**src/verilog/adcrs_pkg.sv**
```systemverilog
package adcrs_pkg;
   localparam logic [6:0] ADDR_CURRENT_RESULT_HIGH = 7'h00;
   localparam logic [6:0] ADDR_CURRENT_RESULT_LOW = 7'h01;
   localparam logic [6:0] ADDR_VOLTAGE_RESULT_HIGH = 7'h02;
   localparam logic [6:0] ADDR_VOLTAGE_RESULT_LOW = 7'h03;
   localparam logic [6:0] ADDR_MEASUREMENT_STATUS = 7'h04;
   localparam logic [6:0] ADDR_CURRENT_PATH_CONTROL_ONE = 7'h05;

   localparam logic [15:0] RESULT_RESET = 16'h0000;
   localparam logic [7:0] STATUS_RESET = 8'h00;
   localparam logic [7:0] CONTROL_ONE_RESET = 8'h45;
   localparam logic [7:0] UNMAPPED_READ = 8'h00;

   localparam int STAT_NORMAL_READY = 7;
   localparam int STAT_NORMAL_MODE_TWO_CROSS = 6;
   localparam int STAT_STANDBY_MODE_ONE_READY = 5;
   localparam int STAT_STANDBY_MODE_TWO_CROSS = 4;
   localparam int STAT_ANALOG_POWER_ON_RESET = 3;
   localparam int STAT_CURRENT_UPDATED = 2;
   localparam int STAT_VOLTAGE_UPDATED = 1;

   localparam int CTRL_DEC1_RATE = 7;
   localparam int CTRL_CHOP_MSB = 6;
   localparam int CTRL_CHOP_LSB = 5;
   localparam int CTRL_DEC2_MSB = 4;
   localparam int CTRL_DEC2_LSB = 1;
   localparam int CTRL_SAT_MASK = 0;

   localparam logic [1:0] CHOP_ALWAYS_HIGH = 2'h0;
   localparam logic [1:0] CHOP_DIV_256 = 2'h1;
   localparam logic [1:0] CHOP_DIV_512 = 2'h2;
   localparam logic [1:0] CHOP_DIV_1024 = 2'h3;
   localparam int CHOP_HALF_256 = 128;
   localparam int CHOP_HALF_512 = 256;
   localparam int CHOP_HALF_1024 = 512;
   localparam int CHOP_CNT_W = 9;

   localparam logic [2:0] PIN_SYNC_RESET = 3'h4;
endpackage : adcrs_pkg

```
**src/verilog/adcrs_sync.sv**
```systemverilog
`timescale 1ns/1ns
module adcrs_sync #(
   parameter int WIDTH = 1,
   parameter logic [WIDTH-1:0] RESET_VAL = '0
) (
   input wire logic i_clk,
   input wire logic i_rstn,
   input wire logic [WIDTH-1:0] i_async,
   output logic [WIDTH-1:0] o_sync
);
   logic [WIDTH-1:0] meta_q;

   initial begin
      if (WIDTH < 1) $error("adcrs_sync needs WIDTH of at least 1.");
   end

   // Two flip-flops per bit; the first is read by the second only.
   always_ff @(posedge i_clk or negedge i_rstn) begin
      if (!i_rstn) begin
         meta_q <= RESET_VAL;
         o_sync <= RESET_VAL;
      end else begin
         meta_q <= i_async;
         o_sync <= meta_q;
      end
   end
endmodule : adcrs_sync

```
**src/verilog/adcrs_chop_div.sv**
```systemverilog
`timescale 1ns/1ns
module adcrs_chop_div
   import adcrs_pkg::*;
(
   input wire logic i_clk,
   input wire logic i_rstn,
   input wire logic i_mod_tick,
   input wire logic [1:0] i_div_sel,
   output logic o_chopper_clock
);
   logic [CHOP_CNT_W-1:0] cnt_q;
   logic [CHOP_CNT_W-1:0] half_m1;

   always_comb begin
      unique case (i_div_sel)
         CHOP_DIV_256: half_m1 = CHOP_CNT_W'(CHOP_HALF_256 - 1);
         CHOP_DIV_512: half_m1 = CHOP_CNT_W'(CHOP_HALF_512 - 1);
         CHOP_DIV_1024: half_m1 = CHOP_CNT_W'(CHOP_HALF_1024 - 1);
         CHOP_ALWAYS_HIGH: half_m1 = '0;
      endcase
   end

   // Toggles every half period of modulator ticks, or sits high for code 00.
   always_ff @(posedge i_clk or negedge i_rstn) begin
      if (!i_rstn) begin
         cnt_q <= '0;
         o_chopper_clock <= 1'b1;
      end else if (i_div_sel == CHOP_ALWAYS_HIGH) begin
         cnt_q <= '0;
         o_chopper_clock <= 1'b1;
      end else if (i_mod_tick) begin
         if (cnt_q >= half_m1) begin
            cnt_q <= '0;
            o_chopper_clock <= ~o_chopper_clock;
         end else begin
            cnt_q <= cnt_q + 1'b1;
         end
      end
   end
endmodule : adcrs_chop_div

```
**src/verilog/adcrs_regs.sv**
```systemverilog
`timescale 1ns/1ns
module adcrs_regs
   import adcrs_pkg::*;
#(
   parameter int RESULT_W = 16
) (
   input wire logic I_SYS_CLK,
   input wire logic I_RSTN,
   input wire logic I_SPI_CS_N,
   input wire logic I_SPI_SCLK,
   input wire logic I_SPI_MOSI,
   output logic O_SPI_MISO,
   output logic O_SPI_MISO_OE_N,
   input wire logic [RESULT_W-1:0] I_CURRENT_RESULT,
   input wire logic I_CURRENT_STROBE,
   input wire logic [RESULT_W-1:0] I_VOLTAGE_RESULT,
   input wire logic I_VOLTAGE_STROBE,
   input wire logic I_NORMAL_READY,
   input wire logic I_NORMAL_MODE_TWO_CROSS,
   input wire logic I_STANDBY_MODE_ONE_READY,
   input wire logic I_STANDBY_MODE_TWO_CROSS,
   input wire logic I_ANALOG_POWER_ON_RESET,
   input wire logic I_MODULATOR_CLOCK_TICK,
   output logic O_DEC1_RATE_128,
   output logic O_CHOPPER_CLOCK,
   output logic [3:0] O_DEC2_CODE,
   output logic [15:0] O_DEC2_RATIO,
   output logic O_SAT_INT_MASK
);
   initial begin
      if (RESULT_W != 16) $error("adcrs_regs serves 16-bit results only.");
   end

   logic [2:0] pins_s;
   logic cs_n_s;
   logic sclk_s;
   logic mosi_s;
   logic cs_n_prev_q;
   logic sclk_prev_q;
   logic sample_rise_q;
   logic active;
   logic sclk_rise;
   logic sclk_fall;
   logic sample_edge;
   logic shift_edge;
   logic in_data_q;
   logic is_read_q;
   logic [2:0] bit_cnt_q;
   logic [7:0] rx_q;
   logic [7:0] rx_d;
   logic [7:0] tx_q;
   logic [6:0] addr_q;
   logic byte_done;
   logic cmd_done;
   logic data_done;
   logic load_read;
   logic [6:0] load_addr;
   logic [7:0] load_data;
   logic wr_stb;
   logic status_read;
   logic [15:0] current_q;
   logic [15:0] voltage_q;
   logic [7:0] status_q;
   logic [7:0] control_q;

   adcrs_sync #(
      .WIDTH(3),
      .RESET_VAL(PIN_SYNC_RESET)
   ) u_pin_sync (
      .i_clk(I_SYS_CLK),
      .i_rstn(I_RSTN),
      .i_async({I_SPI_CS_N, I_SPI_SCLK, I_SPI_MOSI}),
      .o_sync(pins_s)
   );

   assign cs_n_s = pins_s[2];
   assign sclk_s = pins_s[1];
   assign mosi_s = pins_s[0];

   always_ff @(posedge I_SYS_CLK or negedge I_RSTN) begin
      if (!I_RSTN) begin
         cs_n_prev_q <= 1'b1;
         sclk_prev_q <= 1'b0;
      end else begin
         cs_n_prev_q <= cs_n_s;
         sclk_prev_q <= sclk_s;
      end
   end

   // The clock level at the chip select fall chooses the sampling edge.
   always_ff @(posedge I_SYS_CLK or negedge I_RSTN) begin
      if (!I_RSTN) begin
         sample_rise_q <= 1'b1;
      end else if (cs_n_prev_q && !cs_n_s) begin
         sample_rise_q <= sclk_s;
      end
   end

   assign active = !cs_n_s && !cs_n_prev_q;
   assign sclk_rise = !sclk_prev_q && sclk_s;
   assign sclk_fall = sclk_prev_q && !sclk_s;
   assign sample_edge = active && (sample_rise_q ? sclk_rise : sclk_fall);
   assign shift_edge = active && (sample_rise_q ? sclk_fall : sclk_rise);

   assign rx_d = {rx_q[6:0], mosi_s};
   assign byte_done = sample_edge && (bit_cnt_q == 3'h7);
   assign cmd_done = byte_done && !in_data_q;
   assign data_done = byte_done && in_data_q;
   assign wr_stb = data_done && !is_read_q;
   assign load_read = (cmd_done && rx_d[7]) || (data_done && is_read_q);
   assign load_addr = cmd_done ? rx_d[6:0] : addr_q + 7'h01;
   assign status_read = load_read && (load_addr == ADDR_MEASUREMENT_STATUS);

   always_comb begin
      unique case (load_addr)
         ADDR_CURRENT_RESULT_HIGH: load_data = current_q[15:8];
         ADDR_CURRENT_RESULT_LOW: load_data = current_q[7:0];
         ADDR_VOLTAGE_RESULT_HIGH: load_data = voltage_q[15:8];
         ADDR_VOLTAGE_RESULT_LOW: load_data = voltage_q[7:0];
         ADDR_MEASUREMENT_STATUS: load_data = status_q;
         ADDR_CURRENT_PATH_CONTROL_ONE: load_data = control_q;
         default: load_data = UNMAPPED_READ;
      endcase
   end

   // Frame tracking: command byte first, then data bytes.
   always_ff @(posedge I_SYS_CLK or negedge I_RSTN) begin
      if (!I_RSTN) begin
         in_data_q <= 1'b0;
         is_read_q <= 1'b0;
         bit_cnt_q <= 3'h0;
         rx_q <= 8'h00;
         addr_q <= 7'h00;
      end else if (cs_n_s) begin
         in_data_q <= 1'b0;
         bit_cnt_q <= 3'h0;
      end else if (sample_edge) begin
         rx_q <= rx_d;
         bit_cnt_q <= bit_cnt_q + 3'h1;
         if (cmd_done) begin
            in_data_q <= 1'b1;
            is_read_q <= rx_d[7];
            addr_q <= rx_d[6:0];
         end else if (data_done) begin
            addr_q <= addr_q + 7'h01;
         end
      end
   end

   // Read data is loaded at a byte end and driven on each transfer edge.
   always_ff @(posedge I_SYS_CLK or negedge I_RSTN) begin
      if (!I_RSTN) begin
         tx_q <= 8'h00;
         O_SPI_MISO <= 1'b0;
      end else if (load_read) begin
         tx_q <= load_data;
      end else if (shift_edge) begin
         O_SPI_MISO <= tx_q[7];
         tx_q <= {tx_q[6:0], 1'b0};
      end
   end

   always_ff @(posedge I_SYS_CLK or negedge I_RSTN) begin
      if (!I_RSTN) begin
         O_SPI_MISO_OE_N <= 1'b1;
      end else begin
         O_SPI_MISO_OE_N <= !(active && in_data_q && is_read_q);
      end
   end

   // Result registers follow the conversion strobes only.
   always_ff @(posedge I_SYS_CLK or negedge I_RSTN) begin
      if (!I_RSTN) begin
         current_q <= RESULT_RESET;
         voltage_q <= RESULT_RESET;
      end else begin
         if (I_CURRENT_STROBE) begin
            current_q <= I_CURRENT_RESULT;
         end
         if (I_VOLTAGE_STROBE) begin
            voltage_q <= I_VOLTAGE_RESULT;
         end
      end
   end

   // Event flags clear when status is read; a new event in that cycle wins.
   always_ff @(posedge I_SYS_CLK or negedge I_RSTN) begin
      if (!I_RSTN) begin
         status_q <= STATUS_RESET;
      end else begin
         status_q[STAT_NORMAL_READY] <= I_NORMAL_READY
            || (status_q[STAT_NORMAL_READY] && !status_read);
         status_q[STAT_NORMAL_MODE_TWO_CROSS] <= I_NORMAL_MODE_TWO_CROSS
            || (status_q[STAT_NORMAL_MODE_TWO_CROSS] && !status_read);
         status_q[STAT_STANDBY_MODE_ONE_READY] <= I_STANDBY_MODE_ONE_READY
            || (status_q[STAT_STANDBY_MODE_ONE_READY] && !status_read);
         status_q[STAT_STANDBY_MODE_TWO_CROSS] <= I_STANDBY_MODE_TWO_CROSS
            || (status_q[STAT_STANDBY_MODE_TWO_CROSS] && !status_read);
         status_q[STAT_ANALOG_POWER_ON_RESET] <= I_ANALOG_POWER_ON_RESET;
         status_q[STAT_CURRENT_UPDATED] <= I_CURRENT_STROBE
            || (status_q[STAT_CURRENT_UPDATED] && !status_read);
         status_q[STAT_VOLTAGE_UPDATED] <= I_VOLTAGE_STROBE
            || (status_q[STAT_VOLTAGE_UPDATED] && !status_read);
         status_q[0] <= 1'b0;
      end
   end

   // Only the control register accepts writes.
   always_ff @(posedge I_SYS_CLK or negedge I_RSTN) begin
      if (!I_RSTN) begin
         control_q <= CONTROL_ONE_RESET;
      end else if (wr_stb && addr_q == ADDR_CURRENT_PATH_CONTROL_ONE) begin
         control_q <= rx_d;
      end
   end

   always_ff @(posedge I_SYS_CLK or negedge I_RSTN) begin
      if (!I_RSTN) begin
         O_DEC1_RATE_128 <= CONTROL_ONE_RESET[CTRL_DEC1_RATE];
         O_DEC2_CODE <= CONTROL_ONE_RESET[CTRL_DEC2_MSB:CTRL_DEC2_LSB];
         O_DEC2_RATIO <= 16'h0001 << CONTROL_ONE_RESET[CTRL_DEC2_MSB:CTRL_DEC2_LSB];
         O_SAT_INT_MASK <= CONTROL_ONE_RESET[CTRL_SAT_MASK];
      end else begin
         O_DEC1_RATE_128 <= control_q[CTRL_DEC1_RATE];
         O_DEC2_CODE <= control_q[CTRL_DEC2_MSB:CTRL_DEC2_LSB];
         O_DEC2_RATIO <= 16'h0001 << control_q[CTRL_DEC2_MSB:CTRL_DEC2_LSB];
         O_SAT_INT_MASK <= control_q[CTRL_SAT_MASK];
      end
   end

   adcrs_chop_div u_chop_div (
      .i_clk(I_SYS_CLK),
      .i_rstn(I_RSTN),
      .i_mod_tick(I_MODULATOR_CLOCK_TICK),
      .i_div_sel(control_q[CTRL_CHOP_MSB:CTRL_CHOP_LSB]),
      .o_chopper_clock(O_CHOPPER_CLOCK)
   );
endmodule : adcrs_regs

```
**config.mk**
```make
export PLATFORM = sky130hd
export DESIGN_NAME = adcrs_regs
export DESIGN_NICKNAME = d
export VERILOG_FILES = /design/src/verilog/adcrs_pkg.sv /design/src/verilog/adcrs_sync.sv /design/src/verilog/adcrs_chop_div.sv /design/src/verilog/adcrs_regs.sv
export SDC_FILE = /design/constraint.sdc
export NUM_CORES = 1
export LEC_CHECK = 0
export BUFFER_PORTS_ARGS = -buffer_cell sky130_fd_sc_hd__clkbuf_2
export CAP_MARGIN = 20
export CORE_ASPECT_RATIO = 0.9
export CORE_MARGIN = 2
export CORE_UTILIZATION = 30
export DETAILED_ROUTE_END_ITERATION = 8
export HOLD_SLACK_MARGIN = 0.06
export SLEW_MARGIN = 30
export SYNTH_ARGS = -nofsm -noshare
export SYNTH_HDL_FRONTEND = slang
export SYNTH_SLANG_ARGS = --single-unit
```
**constraint.sdc**
```tcl
create_clock -name I_SYS_CLK -period 4.7 [get_ports I_SYS_CLK]
set_input_delay 0.47 -clock I_SYS_CLK [delete_from_list [all_inputs] [get_ports I_SYS_CLK]]
set_output_delay 0.47 -clock I_SYS_CLK [all_outputs]
set_load 0.02 [all_outputs]
```
==> results.tsv <==
metric	value	unit
final_area	6580	sq um
crit_chain	nor4b_4, o21a_1, mux2i_4, mux2i_1, nor2_1, a221oi_1, a221oi_2	
worst_pin_slew	0.768	ns
clk_path_buf_depth	2	
hold_buffers	0	
dp_cells	751	
async_reset_ff_share	100	%
synth_top_area_cell	dfrtp_1	
clock-root-buffer	clkbuf_16	
rows	46	
utilization	37.2	%
detail-route-antenna-nets	0	
tritoncts	yes	
place_congestion	0.855	
numClockSinks	117	
power.static_leakage	2.87	nW
tns	0	ns
synthTopCellsByArea	dfrtp_1 (48%), mux2_2 (12%), dfstp_2 (5.8%)	
final_hold_viol_count	0	
clk_latency	0.42	ns
ios	70	
synth_mux_area_share	14.2	%
grt_use_total	13.6	%
maxCapViolCount	0	
diodes	0	
synth_simple_gate_area_share	12.3	%
synthCells	462	
wirelength	12.4	mm
synthAdderAreaFrac	3.22	%
grt_pass1_vias	3950	
grt_max_degree	85	
path_delay_family	multiplexers	
post-place-ws	1.86	ns
coreArea	17700	sq um
power.density	388	nW/um^2
cp-start-kind	register	
slowest_stage	mux2i_4	
end_kind	register	
fin_skew	0.0116	ns
avgSynthCellArea	11.8	sq um
initial_core_util	30.8	%
drtIter0Drc	308	
maxSlewViolCount	0	
yosys.area_share.xor_xnor	0.483	%
setup_violations	0	
drt_first_pass_iters	5	
slew_headroom	47.7	%
max-vdd-ir-drop	0.233	mV
cpPeakStageDelay	0.71	ns
crit_arrival	3.10	ns
cp_num_buf_inv	0	
antenna_found_initial	0	
drive_above_1_share	34.6	%
syn_area	5440	sq um
synth_compound_area_share	13.0	%
post-route-min-period	2.82	ns
status	finished, final reports clean	
avgRoutedWirePerCell	15.9	um
ys_warn_count	0	
hold_class	input port to async pin	
cts_max_level	4	
fmax	354	MHz
synth_edf_count	0	
synth_seq_cells	117	
clkTransAtPathRegs	0.06	ns
dp_hpwl	8.85	mm
vias_per_cell	4.91	
vias	3844	
post_cts_buffers	0	
setup_slack	1.88	ns
dieWidth	146	um
synthDistinctLibCells	65	
io_buffers	69	
seq_area_frac_synth	54.1	%
die_area	19200	sq um
cts-buffers-inserted	17	
synth_flop_cell	dfrtp_1	
nets	589	
grt_pass1_wl	20.6	mm
synth_top_area_share	48.3	%
crit_type	register to register	
dpl_cell_area	6000	sq um
synth_top_family_by_area	multiplexers	
worstPathRequired	4.98	ns
drc	0	
cts_resized	0	
rsz0062_at_grt	no	
instances_no_fill	783	
synth_nets	521	
worstPathMaxFanout	19	
die_y	132	um
globalRouteOverflowTotal	0	
syn2layout_area_growth	21.0	%
finalCritPeriodShare	60.0	%
==> flip-flops by register name (all words and copies together) (netlist names), 3 cells and up <==
name / count
O_DEC2_CODE: 4
u_pin_sync.meta_q: 3
rx_q: 7
status_q: 7
u_pin_sync.o_sync: 3
current_q: 16
voltage_q: 16
O_DEC2_RATIO: 16
control_q: 8
u_chop_div.cnt_q: 9
tx_q: 8
addr_q: 7
bit_cnt_q: 3
==> layout make-up <==
class / instances / area, sq um
sequential: 117 / 2940
fill: 1768 / 11100
timing repair buffer: 70 / 359
tap: 240 / 300
multi-input combinational: 312 / 2350
inverter: 12 / 45.0
clock buffer: 20 / 447
clock inverter: 12 / 130
==> layout by cell type (no fill, tap or decap), types with 11 or more instances in the layout <==
master     count
a21oi_1       20
clkbuf_16     17
clkbuf_2      68
dfrtp_1      105
dfstp_2       12
ha_1          14
inv_1         11
mux2_2        56
mux2i_1       12
nand2_1       27
nor2_1        32
o21ai_0       17
==> synthesized netlist by cell type (3+ instances only) <==
library cell  instances
mux2_2               56
dfrtp_1             105
nand3_1               7
nor4_1                3
nand2b_1              9
o21a_1                3
a21o_1                9
buf_2                 5
nand2_1              27
nor2_1               32
o22ai_1               5
nand3b_1              3
a21oi_1              20
clkbuf_1             10
a32oi_1               7
buf_1                 3
and3_1                4
ha_1                 14
nor3_1                9
nor2b_1               4
a22o_1                3
a22oi_1               9
a21boi_0              7
o21ai_0              18
or2_2                 3
mux2i_1              12
inv_1                11
dfstp_2              12
nand4_1               6
==> worst register-to-register path, stage by stage, from the launching register on <==
cell and delay, ns:
dfrtp_1 0.55, nor4b_4 0.38, o21a_1 0.28, mux2i_4 0.71, mux2i_1 0.30, nor2_1 0.06
a221oi_1 0.31, a221oi_2 0.10
==> through the flow <==
step                total power [mW]  hold WS [ns]
floorplan                       1.23         0.174
global placement                1.31         0.337
detailed placement              1.32         0.341
CTS                             2.59         0.123
global route                    2.66         0.118
finish                          2.55        0.0989
==> kinds of logic after synthesis <==
kind of cell	Yosys count
AO/OA/AOI/OAI	101
XOR/XNOR	3
adder cells (fa/ha/maj)	14
buffers and inverters	33
flip-flops	117
multiplexers	69
AND/OR/NAND/NOR	125
==> routing by layer <==
layer	global-route usage, %	vias to the layer above	routed length, um
met4	5.66	0	244
met2	20.9	112	5840
met1	17.8	1884	5710
li1	-	1831	-
met5	0	-	0
met3	4.03	17	624
==> path summary, 6_finish.rpt <==
check,start,endpoint,slack [ns],depth (start not counted)
setup / recovery,in_data_q$_DFFE_PN0P_,tx_q[7]$_DFFE_PN0P_,1.88,7
hold / removal,I_RSTN,voltage_q[1]$_DFFE_PN0P_,0.1,1
setup reg to reg,in_data_q$_DFFE_PN0P_,tx_q[7]$_DFFE_PN0P_,1.88,7
hold reg to reg,u_pin_sync.meta_q[1]$_DFF_PN0_,u_pin_sync.o_sync[1]$_DFF_PN0_,0.35,0
max in group asynchronous,I_RSTN,cs_n_prev_q$_DFF_PN1_,3.61,2
min in group I_SYS_CLK,I_SPI_CS_N,u_pin_sync.meta_q[2]$_DFF_PN1_,0.14,1
==> where the power goes <==
part	internal, mW	switching (mW)
Sequential	1.07	0.0678
Clock	0.791	0.460
Combinational	0.0849	0.0764
(Power assumes the default switching activity.)
